### src/rtl/brf_pkg.sv
// Constants, register indices and carrier types of the banked register file.
// Assumes one clock domain; every user names items as brf_pkg::name.
// Contract
// - Thirteen registers; data, address and frame base exist as two banks.
// - Bank-select flag clear picks bank zero, set picks bank one.
// - Data registers are 16 bits; first two also split into byte halves.
// - Data two:zero and data three:one form 32-bit data operands.
// - Address registers are 16 bits; one:zero form a 32-bit address.
// - Frame base register is 16 bits wide.
// - Static base register is 16 bits wide.
// - Vector table base register is 20 bits wide.
// - Program counter is 20 bits wide.
// - Stack pointer is 16 bits; select clear picks irq, set picks user.
// - Stack select clears on interrupt acknowledge or software vector 0 to 31.
// - Flag word is 11 bits and shows the processor state.
// - Carry flag captures the carry, borrow or shifted-out bit of each ALU op.
// - Zero flag set when the result is zero, else cleared.
// - Sign flag set when the result is negative, else cleared.
// - Overflow flag set when the operation overflows, else cleared.
// - Interrupt enable clear blocks maskable interrupts, set permits them.
// - Interrupt enable clears whenever an interrupt is acknowledged.
// - Reserved flag bit reads undefined; software writes it as zero.
`default_nettype none

package brf_pkg;

    localparam int unsigned ADDR_W     = 5;
    localparam int unsigned DATA_W     = 20;
    localparam int unsigned FLAG_W     = 11;
    localparam int unsigned BANK_WORDS = 7;
    localparam int unsigned NUM_BANKS  = 2;

    // Register indices on the software port
    localparam logic [4:0] IDX_DATA_REG_ZERO  = 5'h00;
    localparam logic [4:0] IDX_DATA_REG_ONE   = 5'h01;
    localparam logic [4:0] IDX_FRAME_BASE     = 5'h06;
    localparam logic [4:0] IDX_VECTOR_BASE    = 5'h07;
    localparam logic [4:0] IDX_PROGRAM_CNT    = 5'h08;
    localparam logic [4:0] IDX_STACK_POINTER  = 5'h09;
    localparam logic [4:0] IDX_USER_STACK     = 5'h0a;
    localparam logic [4:0] IDX_IRQ_STACK      = 5'h0b;
    localparam logic [4:0] IDX_STATIC_BASE    = 5'h0c;
    localparam logic [4:0] IDX_PROC_FLAGS     = 5'h0d;
    localparam logic [4:0] IDX_DATA_ZERO_LOW  = 5'h0e;
    localparam logic [4:0] IDX_DATA_ZERO_HIGH = 5'h0f;
    localparam logic [4:0] IDX_DATA_ONE_LOW   = 5'h10;
    localparam logic [4:0] IDX_DATA_ONE_HIGH  = 5'h11;

    // Highest software vector that moves the core onto the irq stack
    localparam logic [5:0] SWI_LAST_STACK_VEC = 6'h1f;

    // Reset values
    localparam logic [15:0] RST_WORD = 16'h0000;
    localparam logic [19:0] RST_WIDE = 20'h00000;

    // Flag word, carry at bit 0 up to priority level at bits 10:8
    typedef struct packed {
        logic [2:0] processor_priority_level;
        logic       stack_sel;
        logic       irq_en;
        logic       ovf;
        logic       bank_sel;
        logic       sign;
        logic       zero;
        logic       debug;
        logic       carry;
    } brf_flags_t;

    localparam brf_flags_t RST_FLAGS = brf_flags_t'(11'h000);

    typedef enum logic [2:0] {
        LANE_WORD = 3'h1,
        LANE_LOW  = 3'h2,
        LANE_HIGH = 3'h4
    } brf_lane_t;

    // One bank: data zero..three, address zero, one, frame base
    typedef struct packed {
        logic [BANK_WORDS-1:0][15:0] word;
    } brf_bank_t;

    typedef struct packed {
        logic       en;
        logic [2:0] sel;
        brf_lane_t  lane;
        logic [15:0] data;
    } brf_bank_wr_t;

endpackage : brf_pkg

`default_nettype wire

### src/rtl/brf_bank.sv
// One register bank: four data words, two address words, frame base.
// Assumes the caller only asks for byte lanes on data zero and one.
`default_nettype none

module brf_bank (
    input  wire logic                clk_i,
    input  wire logic                rst_b_i,
    input  wire brf_pkg::brf_bank_wr_t wr_i,
    output brf_pkg::brf_bank_t       regs_o
);

    brf_pkg::brf_bank_t regs_ff;
    brf_pkg::brf_bank_t nxt_regs;

    // Byte writes keep the other half untouched
    always_comb begin
        nxt_regs = regs_ff;
        if (wr_i.en) begin
            unique case (wr_i.lane)
                brf_pkg::LANE_WORD: nxt_regs.word[wr_i.sel]       = wr_i.data;
                brf_pkg::LANE_LOW:  nxt_regs.word[wr_i.sel][7:0]  = wr_i.data[7:0];
                brf_pkg::LANE_HIGH: nxt_regs.word[wr_i.sel][15:8] = wr_i.data[7:0];
                default:            nxt_regs = regs_ff;
            endcase
        end
    end

    // State register
    always_ff @(posedge clk_i or negedge rst_b_i) begin
        if (!rst_b_i) begin
            regs_ff <= {brf_pkg::BANK_WORDS{brf_pkg::RST_WORD}};
        end else begin
            regs_ff <= nxt_regs;
        end
    end

    assign regs_o = regs_ff;

endmodule : brf_bank

`default_nettype wire

### src/rtl/brf_flag_calc.sv
// Result flags and interrupt acceptance, purely combinational.
// Assumes the ALU result is valid whenever the core samples these outputs.
`default_nettype none

module brf_flag_calc (
    input  wire logic [15:0] alu_res_i,
    input  wire logic        alu_byte_i,
    input  wire logic        irq_req_i,
    input  wire logic [2:0]  irq_prio_i,
    input  wire logic [2:0]  ipl_i,
    input  wire logic        irq_en_i,
    output logic             zero_o,
    output logic             sign_o,
    output logic             accept_o
);

    // Byte operations only look at the low lane
    always_comb begin
        if (alu_byte_i) begin
            zero_o = (alu_res_i[7:0] == 8'h00);
            sign_o = alu_res_i[7];
        end else begin
            zero_o = (alu_res_i == 16'h0000);
            sign_o = alu_res_i[15];
        end
    end

    // Equal priority is refused, the level must be beaten
    assign accept_o = irq_req_i & irq_en_i & (irq_prio_i > ipl_i);

endmodule : brf_flag_calc

`default_nettype wire

### src/rtl/brf_regfile.sv
// Banked programmer-visible register file and flag word of the core.
// Assumes strobes are one cycle, never both at once; read data follow a cycle later.
`default_nettype none

module brf_regfile (
    input  wire logic               CLK_I,
    input  wire logic               RST_B_I,
    input  wire logic [4:0]         REG_ADDR_I,
    input  wire logic [19:0]        REG_WDATA_I,
    input  wire logic               REG_WR_I,
    input  wire logic               REG_RD_I,
    output logic [19:0]             REG_RDATA_O,
    input  wire logic               ALU_UPD_I,
    input  wire logic               ALU_BYTE_I,
    input  wire logic [15:0]        ALU_RES_I,
    input  wire logic               ALU_CARRY_I,
    input  wire logic               ALU_OVF_I,
    input  wire logic               IRQ_REQ_I,
    input  wire logic [2:0]         IRQ_PRIO_I,
    output logic                    IRQ_ACCEPT_O,
    input  wire logic               IRQ_ACK_I,
    input  wire logic               SWI_I,
    input  wire logic [5:0]         SWI_VEC_I,
    output logic [31:0]             LONG_DATA_PAIR_LOW_O,
    output logic [31:0]             LONG_DATA_PAIR_HIGH_O,
    output logic [31:0]             LONG_ADDRESS_PAIR_O,
    output logic [15:0]             FRAME_BASE_O,
    output logic [15:0]             STATIC_BASE_O,
    output logic [19:0]             VECTOR_TABLE_BASE_O,
    output logic [19:0]             PROGRAM_COUNTER_O,
    output logic [15:0]             STACK_POINTER_O,
    output brf_pkg::brf_flags_t     PROCESSOR_FLAGS_O
);

    typedef struct packed {
        logic [19:0]         vector_table_base;
        logic [19:0]         program_counter;
        logic [15:0]         user_stack_pointer;
        logic [15:0]         irq_stack_pointer;
        logic [15:0]         static_base;
        brf_pkg::brf_flags_t flags;
        logic [19:0]         rdata;
    } brf_core_state_t;

    brf_core_state_t       state_ff;
    brf_core_state_t       nxt_state;
    brf_pkg::brf_bank_t    bank_regs [brf_pkg::NUM_BANKS];
    brf_pkg::brf_bank_t    cur_bank;
    brf_pkg::brf_bank_wr_t bank_wr;
    logic                  calc_zero;
    logic                  calc_sign;
    logic                  swi_to_irq_stack;
    logic [19:0]           rd_mux;

    // Result flags and acceptance test
    brf_flag_calc u_flag_calc (
        .alu_res_i  (ALU_RES_I),
        .alu_byte_i (ALU_BYTE_I),
        .irq_req_i  (IRQ_REQ_I),
        .irq_prio_i (IRQ_PRIO_I),
        .ipl_i      (state_ff.flags.processor_priority_level),
        .irq_en_i   (state_ff.flags.irq_en),
        .zero_o     (calc_zero),
        .sign_o     (calc_sign),
        .accept_o   (IRQ_ACCEPT_O)
    );

    // Software writes to bank-resident words, byte indices folded onto data zero/one
    always_comb begin
        bank_wr.en   = 1'b0;
        bank_wr.sel  = REG_ADDR_I[2:0];
        bank_wr.lane = brf_pkg::LANE_WORD;
        bank_wr.data = REG_WDATA_I[15:0];
        if (REG_WR_I) begin
            if (REG_ADDR_I < brf_pkg::IDX_VECTOR_BASE) begin
                bank_wr.en = 1'b1;
            end else if (REG_ADDR_I == brf_pkg::IDX_DATA_ZERO_LOW) begin
                bank_wr.en   = 1'b1;
                bank_wr.sel  = brf_pkg::IDX_DATA_REG_ZERO[2:0];
                bank_wr.lane = brf_pkg::LANE_LOW;
            end else if (REG_ADDR_I == brf_pkg::IDX_DATA_ZERO_HIGH) begin
                bank_wr.en   = 1'b1;
                bank_wr.sel  = brf_pkg::IDX_DATA_REG_ZERO[2:0];
                bank_wr.lane = brf_pkg::LANE_HIGH;
            end else if (REG_ADDR_I == brf_pkg::IDX_DATA_ONE_LOW) begin
                bank_wr.en   = 1'b1;
                bank_wr.sel  = brf_pkg::IDX_DATA_REG_ONE[2:0];
                bank_wr.lane = brf_pkg::LANE_LOW;
            end else if (REG_ADDR_I == brf_pkg::IDX_DATA_ONE_HIGH) begin
                bank_wr.en   = 1'b1;
                bank_wr.sel  = brf_pkg::IDX_DATA_REG_ONE[2:0];
                bank_wr.lane = brf_pkg::LANE_HIGH;
            end
        end
    end

    // Two copies; only the bank named by the flag word takes the write
    for (genvar b = 0; b < brf_pkg::NUM_BANKS; b++) begin : g_bank
        brf_pkg::brf_bank_wr_t this_wr;
        always_comb begin
            this_wr    = bank_wr;
            this_wr.en = bank_wr.en & (state_ff.flags.bank_sel == 1'(b));
        end
        brf_bank u_bank (
            .clk_i   (CLK_I),
            .rst_b_i (RST_B_I),
            .wr_i    (this_wr),
            .regs_o  (bank_regs[b])
        );
    end

    assign cur_bank = state_ff.flags.bank_sel ? bank_regs[1] : bank_regs[0];

    // Only software vectors 0..31 switch onto the irq stack
    assign swi_to_irq_stack = SWI_I & (SWI_VEC_I <= brf_pkg::SWI_LAST_STACK_VEC);

    // Read selection; the reserved bit above the flag word reads as zero
    always_comb begin
        rd_mux = 20'h00000;
        if (REG_ADDR_I < brf_pkg::IDX_VECTOR_BASE) begin
            rd_mux = {4'h0, cur_bank.word[REG_ADDR_I[2:0]]};
        end else begin
            unique case (REG_ADDR_I)
                brf_pkg::IDX_VECTOR_BASE:    rd_mux = state_ff.vector_table_base;
                brf_pkg::IDX_PROGRAM_CNT:    rd_mux = state_ff.program_counter;
                brf_pkg::IDX_STACK_POINTER:  rd_mux = {4'h0, STACK_POINTER_O};
                brf_pkg::IDX_USER_STACK:     rd_mux = {4'h0, state_ff.user_stack_pointer};
                brf_pkg::IDX_IRQ_STACK:      rd_mux = {4'h0, state_ff.irq_stack_pointer};
                brf_pkg::IDX_STATIC_BASE:    rd_mux = {4'h0, state_ff.static_base};
                brf_pkg::IDX_PROC_FLAGS:     rd_mux = {9'h000, state_ff.flags};
                brf_pkg::IDX_DATA_ZERO_LOW:  rd_mux = {12'h000, cur_bank.word[0][7:0]};
                brf_pkg::IDX_DATA_ZERO_HIGH: rd_mux = {12'h000, cur_bank.word[0][15:8]};
                brf_pkg::IDX_DATA_ONE_LOW:   rd_mux = {12'h000, cur_bank.word[1][7:0]};
                brf_pkg::IDX_DATA_ONE_HIGH:  rd_mux = {12'h000, cur_bank.word[1][15:8]};
                default:                     rd_mux = 20'h00000;
            endcase
        end
    end

    // Next state: software writes first, hardware updates override them
    always_comb begin
        nxt_state = state_ff;
        if (REG_RD_I) begin
            nxt_state.rdata = rd_mux;
        end
        if (REG_WR_I) begin
            unique case (REG_ADDR_I)
                brf_pkg::IDX_VECTOR_BASE:
                    nxt_state.vector_table_base = REG_WDATA_I;
                brf_pkg::IDX_PROGRAM_CNT:
                    nxt_state.program_counter = REG_WDATA_I;
                brf_pkg::IDX_STACK_POINTER: begin
                    if (state_ff.flags.stack_sel) begin
                        nxt_state.user_stack_pointer = REG_WDATA_I[15:0];
                    end else begin
                        nxt_state.irq_stack_pointer = REG_WDATA_I[15:0];
                    end
                end
                brf_pkg::IDX_USER_STACK:
                    nxt_state.user_stack_pointer = REG_WDATA_I[15:0];
                brf_pkg::IDX_IRQ_STACK:
                    nxt_state.irq_stack_pointer = REG_WDATA_I[15:0];
                brf_pkg::IDX_STATIC_BASE:
                    nxt_state.static_base = REG_WDATA_I[15:0];
                brf_pkg::IDX_PROC_FLAGS:
                    nxt_state.flags = brf_pkg::brf_flags_t'(REG_WDATA_I[10:0]);
                default: begin
                end
            endcase
        end
        // ALU result beats a same-cycle software write of the flags
        if (ALU_UPD_I) begin
            nxt_state.flags.carry = ALU_CARRY_I;
            nxt_state.flags.zero  = calc_zero;
            nxt_state.flags.sign  = calc_sign;
            nxt_state.flags.ovf   = ALU_OVF_I;
        end
        // Acknowledge leaves handler on the irq stack with interrupts masked
        if (IRQ_ACK_I) begin
            nxt_state.flags.irq_en    = 1'b0;
            nxt_state.flags.stack_sel = 1'b0;
        end
        if (swi_to_irq_stack) begin
            nxt_state.flags.stack_sel = 1'b0;
        end
    end

    // State register
    always_ff @(posedge CLK_I or negedge RST_B_I) begin
        if (!RST_B_I) begin
            nxt_state_reset: begin
                state_ff.vector_table_base  <= brf_pkg::RST_WIDE;
                state_ff.program_counter    <= brf_pkg::RST_WIDE;
                state_ff.user_stack_pointer <= brf_pkg::RST_WORD;
                state_ff.irq_stack_pointer  <= brf_pkg::RST_WORD;
                state_ff.static_base        <= brf_pkg::RST_WORD;
                state_ff.flags              <= brf_pkg::RST_FLAGS;
                state_ff.rdata              <= brf_pkg::RST_WIDE;
            end
        end else begin
            state_ff <= nxt_state;
        end
    end

    // Operand views for the datapath
    assign LONG_DATA_PAIR_LOW_O  = {cur_bank.word[2], cur_bank.word[0]};
    assign LONG_DATA_PAIR_HIGH_O = {cur_bank.word[3], cur_bank.word[1]};
    assign LONG_ADDRESS_PAIR_O   = {cur_bank.word[5], cur_bank.word[4]};
    assign FRAME_BASE_O          = cur_bank.word[6];
    assign STATIC_BASE_O         = state_ff.static_base;
    assign VECTOR_TABLE_BASE_O   = state_ff.vector_table_base;
    assign PROGRAM_COUNTER_O     = state_ff.program_counter;
    assign STACK_POINTER_O       = state_ff.flags.stack_sel ? state_ff.user_stack_pointer
                                                            : state_ff.irq_stack_pointer;
    assign PROCESSOR_FLAGS_O     = state_ff.flags;
    assign REG_RDATA_O           = state_ff.rdata;
endmodule : brf_regfile

`default_nettype wire

### config.mk
export PLATFORM = sky130hd
export DESIGN_NAME = brf_regfile
export DESIGN_NICKNAME = d
export VERILOG_FILES = /design/src/rtl/brf_pkg.sv /design/src/rtl/brf_bank.sv /design/src/rtl/brf_flag_calc.sv /design/src/rtl/brf_regfile.sv
export SDC_FILE = /design/constraint.sdc
export NUM_CORES = 1
export LEC_CHECK = 0
export ABC_AREA = 1
export BUFFER_PORTS_ARGS = -buffer_cell sky130_fd_sc_hd__buf_2
export CAP_MARGIN = 20
export CELL_PAD_IN_SITES_DETAIL_PLACEMENT = 1
export CELL_PAD_IN_SITES_GLOBAL_PLACEMENT = 2
export CORE_MARGIN = 4
export CORE_UTILIZATION = 35
export DETAILED_ROUTE_END_ITERATION = 8
export PLACE_DENSITY_LB_ADDON = 0.1
export SLEW_MARGIN = 20
export SYNTH_ARGS = -nofsm -noshare
export SYNTH_HDL_FRONTEND = slang
export SYNTH_SLANG_ARGS = --single-unit
### constraint.sdc
create_clock -name CLK_I -period 4.5 [get_ports CLK_I]
set_clock_uncertainty 0.05 [all_clocks]
set_input_delay 0.9 -clock CLK_I [delete_from_list [all_inputs] [get_ports CLK_I]]
set_output_delay 0.9 -clock CLK_I [all_outputs]
set_load 0.005 [all_outputs]
==> results of run 1 <==
## cell type report
| type | instances | area (sq um) |
|---|---|---|
| repair buffers | 314 | 1750 |
| flip-flops and latches | 343 | 8590 |
| fillers | 6262 | 29000 |
| diodes | 3 | 7.51 |
| inverters | 118 | 443 |
| multi-input cells | 1764 | 7390 |
| well taps | 664 | 831 |
| clock inverters | 12 | 115 |
| clock buffers | 62 | 1240 |
## synth_stat cells (all sizes together), types with 3 or more instances
master,n,area (sq um)
a211oi,3,22.5
a21oi,21,105
a22o,4,35.0
buf,132,896
clkbuf,83,312
clkinv,4,15.0
dfrtp,343,8580
ha,3,37.5
inv,114,428
nand2,1161,4370
nand3,89,475
nand4,28,175
nor2,157,653
o211ai,4,30.0
o21ai,289,1450
## worst max-delay path: stages (launching register included)
cell                      delay [ps]
sky130_fd_sc_hd__dfrtp_4         490
sky130_fd_sc_hd__inv_2           610
sky130_fd_sc_hd__o21ai_0         580
sky130_fd_sc_hd__buf_2           290
## kinds of logic (layout without fill, tap and decap cells)
| logic type | after synthesis | count (layout) | share of synthesized area [%] |
|---|---|---|---|
| buffers and inverters | 333 | 506 | 9.36 |
| AND/OR/NAND/NOR | 1437 | 1437 | 32.3 |
| adder cells (fa/ha/maj) | 3 | 3 | 0.213 |
| AO/OA/AOI/OAI | 324 | 324 | 9.48 |
| flip-flops | 343 | 343 | 48.7 |
| other | 0 | 3 | 0 |
## path summary, 6_finish.rpt
check / start / to / slack (ps) / cells past startpoint
setup / recovery: PROCESSOR_FLAGS_O[4]$_DFFE_PN0P_ / LONG_DATA_PAIR_HIGH_O[23] / 970 / 3
hold / removal: RST_B_I / STATIC_BASE_O[13]$_DFFE_PN0P_ / 300 / 1
setup reg to reg: PROCESSOR_FLAGS_O[4]$_DFFE_PN0P_ / register / 1470 / 8
hold reg to reg: g_bank[0].u_bank.regs_o[18]$_DFFE_PN0P_ / g_bank[0].u_bank.regs_o[18]$_DFFE_PN0P_ / 420 / 2
max in group asynchronous: RST_B_I / g_bank[1].u_bank.regs_o[3]$_DFFE_PN0P_ / 3050 / 2
min in group CLK_I: g_bank[0].u_bank.regs_o[18]$_DFFE_PN0P_ / g_bank[0].u_bank.regs_o[18]$_DFFE_PN0P_ / 420 / 2
## power groups by stage
| stage | Clock, W | Sequential (W) | Combinational, W |
|---|---|---|---|
| after CTS | 0.00347 | 0.00396 | 0.00240 |
| after floorplan | 0 | 0.00391 | 0.00131 |
| after detailed placement | 0 | 0.00401 | 0.00238 |
| after global placement | 0 | 0.00398 | 0.00233 |
| after global routing | 0.00361 | 0.00403 | 0.00262 |
| final | 0.00340 | 0.00396 | 0.00237 |
## per-layer routing
metal  vias up  GRT usage (%)  routed length [um]
li1       7887              -                   -
met1      8373           38.4               33500
met2       456           48.0               37700
met3        86           4.08                4060
met4         4           6.54                1720
met5         -              0                  22
## through the flow
| stage | power (W) | hold WS, ps | area [sq um] |
|---|---|---|---|
| after CTS | 0.00983 | 306 | 20400 |
| final | 0.00973 | 300 | 20400 |
| after detailed placement | 0.00639 | 408 | 19000 |
| after global routing | 0.0103 | 303 | 20400 |
| after floorplan | 0.00522 | 392 | 17600 |
| after global placement | 0.00631 | 403 | 19000 |
==> metrics, run 1 <==
crit-path max FO 40; number of vias per cell after detailed routing 5.12; global route total overflow 0; number of global-route vias before repair 16.9k; Yosys warning count 0; Die Ht 232 um; buffer cell driving the clock tree root sky130_fd_sc_hd__clkbuf_16; CP endpoint kind output port; Placed Cells incl. Taps 3203; maximum number of pins on one net before global-route repair 128; H-tree depth 2; post-CTS setup buffers 0; Mapped Avg Cell Area 7.22 sq um; Detail Placement HPWL 56000 um; Seq cells post-synth 343; initial antenna violation count 3; Post-CTS Resized 0; drt total wl 77100 um; path type of the worst min-delay path in -> async; TritonCTS clock tree yes; TritonCTS buffer count 42; peak supply drop 262 uV; Synth Cell Area 0.0176 sq mm; Initial Utilization 35.7%; total of buffers placed on input and output ports 271; first-pass GRT wire length 113000 um; die width 232 um; clock transition at the registers of the reported paths 60 ps; drt pass-1 iters 5; critical path data required time 3550 ps; Max Transition Viols Final 0; Internal Pwr Total 0.00640 W; GPL Wtd Cong 0.907; hold violation count in the final report 0; Post-DRT Antenna Nets 0; synthesized netlist net count 2504; number of non-filler instances in the completed layout 3280; max-capacitance violation count 0; post-layout minimum cycle time 3530 ps; pin slew with the least headroom to its limit 1070 ps; Startpoint Class register; number of hold buffers added after cts 0; Top Ports 277; sequential power share 40.7%; DRC violation count after routing 0; Layout Utilization 41.3%; total negative slack 0 ps; worst setup slack before clock tree synthesis 1040 ps; most common cell after layout, fill and taps aside sky130_fd_sc_hd__nand2_1; ys async rst share 100%; maximum number of buffers from clock root to sink 3; fraction of final layout cells with drive strength greater than 1 15.5%; Post-synth EDFFs 0; synthesized netlist cell count 2440; clock insertion delay at the later pin of the skew report 570 ps; detailed-route via count 16.8k; switching power of the nets 0.00332 W; placement row count 81; Pwr per Cell Area 478 mW/mm^2; fraction of power spent switching nets 34.2%; fraction of power consumed by combinational cells 24.3%; result of the run finished, final reports clean; min setup slack post-route 969 ps; setup violation total in the final timing report 0; count of nets after finishing 2647; CTS sink count 343; share of synthesized area occupied by flip-flops and latches 48.7%; part of the power in the clock network 34.9%; unrepaired setup endpoints after global routing no; Top FF cell, synth sky130_fd_sc_hd__dfrtp_1; crit share post-route 78.5%; routed len/inst 23.5 um; leakage dissipation 10.8 nW; core area 0.0494 sq mm; number of distinct library cells after synthesis 30; critical path class reg -> out; Iter 0 DRT Violations 1145; total die area 0.0540 sq mm; Slew Limit Headroom 28.5%; highest achievable clock rate 0.283 GHz; leading cell types in the layout, fill and taps excluded 1156 x sky130_fd_sc_hd__nand2_1, 342 x sky130_fd_sc_hd__dfrtp_1, 270 x sky130_fd_sc_hd__buf_2; total track usage 28.3%; data arrival time of the critical path 2580 ps; Area growth syn-to-layout 15.6%
No activity file was read; power rests on OpenSTA's default activity.
==> run 2: changes to the inputs <==
CORE_UTILIZATION = 29   (was 35)
clock period = 3.1 ns   (was 4.5 ns; I/O delays follow)
==> metrics, run 2 (same netlist as run 1, synthesis figures left out) <==
global route total overflow 0; part of the power in the clock network 34.4%; Iter 0 DRT Violations 1193; crit path buf inv count 3; path type of the worst min-delay path in -> reg; core area 0.0602 sq mm; Detail Placement HPWL 60900 um; total chip power 0.0143 W; pin slew with the least headroom to its limit 1110 ps; cell family with most CP delay buffers and inverters; detailed-route via count 17.0k; maximum number of pins on one net before global-route repair 69; Hold Worst Slack 200 ps; Max Transition Viols Final 0; peak supply drop 380 uV; drt total wl 81900 um; hold violation count in the final report 0; Startpoint Class register; total negative slack 0 ps; Die Ht 255 um; end point of the critical path LONG_DATA_PAIR_HIGH_O[6]; crit-path max FO 66; fraction of final layout cells with drive strength greater than 1 16.7%; die width 255 um; highest achievable clock rate 0.333 GHz; maximum number of buffers from clock root to sink 3; critical path class reg -> out; Pwr per Cell Area 684 mW/mm^2; count of nets after finishing 2688; slowest cell on the critical path sky130_fd_sc_hd__dfrtp_4; number of vias per cell after detailed routing 4.95; most common cell after layout, fill and taps aside sky130_fd_sc_hd__nand2_1; ordered list of cells on the worst path buf_12 -> buf_6 -> nand2_1 -> nand2_1 -> buf_2; CTS sink count 343; leakage dissipation 11.1 nW; routed len/inst 23.8 um; GPL Wtd Cong 0.879; result of the run finished, final reports clean; Initial Utilization 29.3%; fraction of power consumed by combinational cells 25.3%; critical path data required time 2430 ps; first-pass GRT wire length 118000 um; Internal Pwr Total 0.00934 W; Top cell by count, worst path sky130_fd_sc_hd__nand2_1; number of cells on the critical path 5; leading cell types in the layout, fill and taps excluded 1156 x sky130_fd_sc_hd__nand2_1, 342 x sky130_fd_sc_hd__dfrtp_1, 270 x sky130_fd_sc_hd__buf_2; worst r2r dst REG_RDATA_O[11]$_DFFE_PN0P_; unrepaired setup endpoints after global routing no; Post-DRT Antenna Nets 0; total track usage 24.9%; setup violation total in the final timing report 0; CP startpoint PROCESSOR_FLAGS_O[4]$_DFFE_PN0P_; total die area 0.0648 sq mm; drt pass-1 iters 5; post-layout minimum cycle time 3000 ps; number of global-route vias before repair 17.3k; TritonCTS clock tree yes; Slew Limit Headroom 25.7%; placement row count 90; buffer cell driving the clock tree root sky130_fd_sc_hd__clkbuf_16; Top Ports 277; Critical R2R Launch PROCESSOR_FLAGS_O[4]$_DFFE_PN0P_; H-tree depth 2; clock insertion delay at the later pin of the skew report 580 ps; CP endpoint kind output port; fraction of power spent switching nets 34.6%; data arrival time of the critical path 2330 ps; DRC violation count after routing 0; max-capacitance violation count 0; switching power of the nets 0.00493 W; crit share post-route 96.8%; Area growth syn-to-layout 18.4%; initial antenna violation count 7; cell depth of the worst flop-to-flop path 8; sequential power share 40.3%; R2R Setup Slk 560 ps; total of buffers placed on input and output ports 271; TritonCTS buffer count 44; clock transition at the registers of the reported paths 50 ps; post-CTS setup buffers 0; Critical Path Max Stage Delay 440 ps
## run 2: layout make-up
type,instances,area [sq um]
diodes,2,5.00
clock buffers,70,1320
clock inverters,4,20.0
fillers,7503,39400
inverters,118,445
multi-input cells,1764,7400
flip-flops and latches,343,8590
well taps,782,978
repair buffers,353,2120
## run 2: repair_timing
| action | CTS | global route |
|---|---|---|
| setup endpoints to repair | 25 | 9 |
| cloned | 0 | 0 |
| endpoints found under the hold margin | 53 | 0 |
| resized for setup | 4 | 4 |
| pin swaps | 0 | 0 |
| hold buffers | 1 | 0 |
## run 2: stage by stage
step	utilization, %	instances	setup slack, ps	instance area, sq um
2_1_floorplan	-	2440	988	17600
3_3_place_gp	32.3	3358	-188	19500
3_5_place_dp	32.3	3358	-286	19500
4_1_cts	34.6	3433	4.02	20800
5_1_grt	34.6	3434	1.15	20900
6_report	34.6	3436	99.2	20900
## run 2: how the worst min path moves through the flow
stage | end | depth (start not counted) | start
after floorplan | PROCESSOR_FLAGS_O[0]$_DFFE_PN0P_ | 0 | RST_B_I
after global placement | register | 2 | register
after detailed placement | register | 2 | register
after CTS | PROCESSOR_FLAGS_O[6]$_DFFE_PN0P_ | 2 | IRQ_ACK_I
after global routing | PROCESSOR_FLAGS_O[6]$_DFFE_PN0P_ | 2 | IRQ_ACK_I
final | PROCESSOR_FLAGS_O[6]$_DFFE_PN0P_ | 2 | IRQ_ACK_I
## run 2: metal layers
metal / up-vias / GRT usage, % / wire length [um]
li1: 7954 / - / -
met1: 8501 / 32.9 / 35700
met2: 452 / 42.0 / 39100
met3: 113 / 4.46 / 4410
met4: 4 / 7.50 / 2650
met5: - / 0 / 27
## run 2: power groups by stage
stage | clock network (W) | registers, W | logic (W)
final | 0.00491 | 0.00575 | 0.00362
after global routing | 0.00522 | 0.00585 | 0.00401
after CTS | 0.00504 | 0.00575 | 0.00368
after detailed placement | 0 | 0.00582 | 0.00365
after global placement | 0 | 0.00579 | 0.00359
after floorplan | 0 | 0.00568 | 0.00190
## run 2: worst reg2reg max path: stages (launching register included)
cell and delay, ps:
sky130_fd_sc_hd__dfrtp_4 500, sky130_fd_sc_hd__buf_12 200, sky130_fd_sc_hd__o21ai_0 650, sky130_fd_sc_hd__nand2_1 120
sky130_fd_sc_hd__nand4_1 260, sky130_fd_sc_hd__nand3_1 360, sky130_fd_sc_hd__nand2_1 230, sky130_fd_sc_hd__nand2_1 70
sky130_fd_sc_hd__nand2_1 50
==> run 3: changes to the inputs <==
CELL_PAD_IN_SITES_GLOBAL_PLACEMENT = 1   (was 2)
CORE_UTILIZATION = 37   (was 29)
SETUP_SLACK_MARGIN = 0.3   (was unset)
==> metrics, run 3 (same netlist as run 1, synthesis figures left out) <==
result of the run finished with violations; violated checks negative hold slack; most common cell after layout, fill and taps aside sky130_fd_sc_hd__nand2_1; fraction of final layout cells with drive strength greater than 1 16.7%; path type of the worst min-delay path in -> async; post-layout minimum cycle time 2830 ps; buffer cell driving the clock tree root sky130_fd_sc_hd__clkbuf_16; core area 0.0469 sq mm; Detail Placement HPWL 56100 um; drt total wl 76600 um; sequential power share 41.2%; global route total overflow 0; Slew Limit Headroom 44.7%; total chip power 0.0140 W; Iter 0 DRT Violations 1304; data arrival time of the critical path 2160 ps; detailed-route via count 17.1k; total negative slack 0 ps; Pwr per Cell Area 680 mW/mm^2; Hold Worst Slack -3.54 ps; Startpoint Class register; hold violation count in the final report 1; maximum number of pins on one net before global-route repair 69; H-tree depth 2; Post-DRT Antenna Nets 0; drt pass-1 iters 5; fraction of power spent switching nets 34.2%; max-capacitance violation count 0; crit share post-route 91.3%; TritonCTS buffer count 41; critical path class reg -> out; DRC violation count after routing 0; Layout Utilization 44.0%; switching power of the nets 0.00479 W; Top Ports 277; die width 226 um; Initial Utilization 37.6%; Internal Pwr Total 0.00922 W; crit-path max FO 42; peak supply drop 363 uV; total track usage 29.4%; routed len/inst 23.6 um; Area growth syn-to-layout 16.9%; clock transition at the registers of the reported paths 60 ps; fraction of power consumed by combinational cells 25.3%; initial antenna violation count 2; placement row count 79; critical path data required time 2430 ps; count of nets after finishing 2680; leading cell types in the layout, fill and taps excluded 1151 x sky130_fd_sc_hd__nand2_1, 341 x sky130_fd_sc_hd__dfrtp_1, 271 x sky130_fd_sc_hd__buf_2; highest achievable clock rate 0.353 GHz; maximum number of buffers from clock root to sink 3; number of vias per cell after detailed routing 5.27; unrepaired setup endpoints after global routing yes; total of buffers placed on input and output ports 271; Max Transition Viols Final 0; Die Ht 226 um; part of the power in the clock network 33.5%; number of global-route vias before repair 17.5k; setup violation total in the final timing report 0; CP endpoint kind output port; clock insertion delay at the later pin of the skew report 560 ps; CTS sink count 343; pin slew with the least headroom to its limit 828 ps; leakage dissipation 11.0 nW; layout filler cell count 6012; TritonCTS clock tree yes; total die area 0.0512 sq mm; first-pass GRT wire length 112000 um; GPL Wtd Cong 0.933
==> run 3: stage by stage <==
stage	hold slack, ps	cells	area, sq um	worst slack [ps]
global route	26.0	3249	20600	247
CTS	6.25	3245	20500	180
floorplan	274	2440	17600	988
global placement	403	3175	19200	212
detailed placement	409	3175	19200	178
finish	-3.54	3250	20600	269
==> run 3: layout make-up <==
cell class                      count  area, sq um  area share, %
Sequential cell                   343         8590           41.7
Tap cell                          607          759           3.69
Clock buffer                       61         1170           5.68
Multi-Input combinational cell   1764         7410           36.0
Inverter                          118          448           2.17
Clock inverter                      8         90.1          0.437
Timing Repair Buffer              348         2130           10.3
Antenna cell                        1         2.50         0.0121
==> run 3: power groups by stage <==
stage | Sequential [W] | Combinational (W) | Clock (W)
final | 0.00577 | 0.00355 | 0.00469
after global routing | 0.00587 | 0.00390 | 0.00498
after CTS | 0.00577 | 0.00351 | 0.00478
after detailed placement | 0.00584 | 0.00345 | 0
after global placement | 0.00580 | 0.00337 | 0
after floorplan | 0.00568 | 0.00190 | 0
==> run 3: worst paths after layout <==
check                                                 startpoint  cells after the start  slack (ps)                                to
worst max-delay path            PROCESSOR_FLAGS_O[4]$_DFFE_PN0P_                      5         270          LONG_DATA_PAIR_LOW_O[31]
worst min-delay path                                     RST_B_I                      1          -4      STATIC_BASE_O[8]$_DFFE_PN0P_
worst max register to register  PROCESSOR_FLAGS_O[4]$_DFFE_PN0P_                     10         700       REG_RDATA_O[11]$_DFFE_PN0P_
worst min register to register                          register                      2         420                          register
max in group asynchronous                                RST_B_I                      2        2220        asynchronous set/reset pin
min in group CLK_I                                     IRQ_ACK_I                      2         230  PROCESSOR_FLAGS_O[6]$_DFFE_PN0P_
==> run 3: timing repair <==
item                       4_1_cts  5_1_grt
setup endpoints to repair       86       76
resized for setup               21       12
setup buffers                    1        3
gates cloned                     0        1
hold buffers                     0        0
==> run 3: metal layers <==
| layer | global-route usage [%] | wire (um) |
|---|---|---|
| met3 | 3.72 | 3780 |
| met5 | 0 | 0 |
| met1 | 39.6 | 33000 |
| met4 | 8.27 | 2350 |
| met2 | 50.2 | 37500 |
==> run 3: critical path, stage by stage, from the launching register on <==
cell and delay (ps):
sky130_fd_sc_hd__dfrtp_4 530, sky130_fd_sc_hd__buf_16 240, sky130_fd_sc_hd__buf_6 230, sky130_fd_sc_hd__nand2_1 90, sky130_fd_sc_hd__o21ai_1 270, sky130_fd_sc_hd__buf_2 200
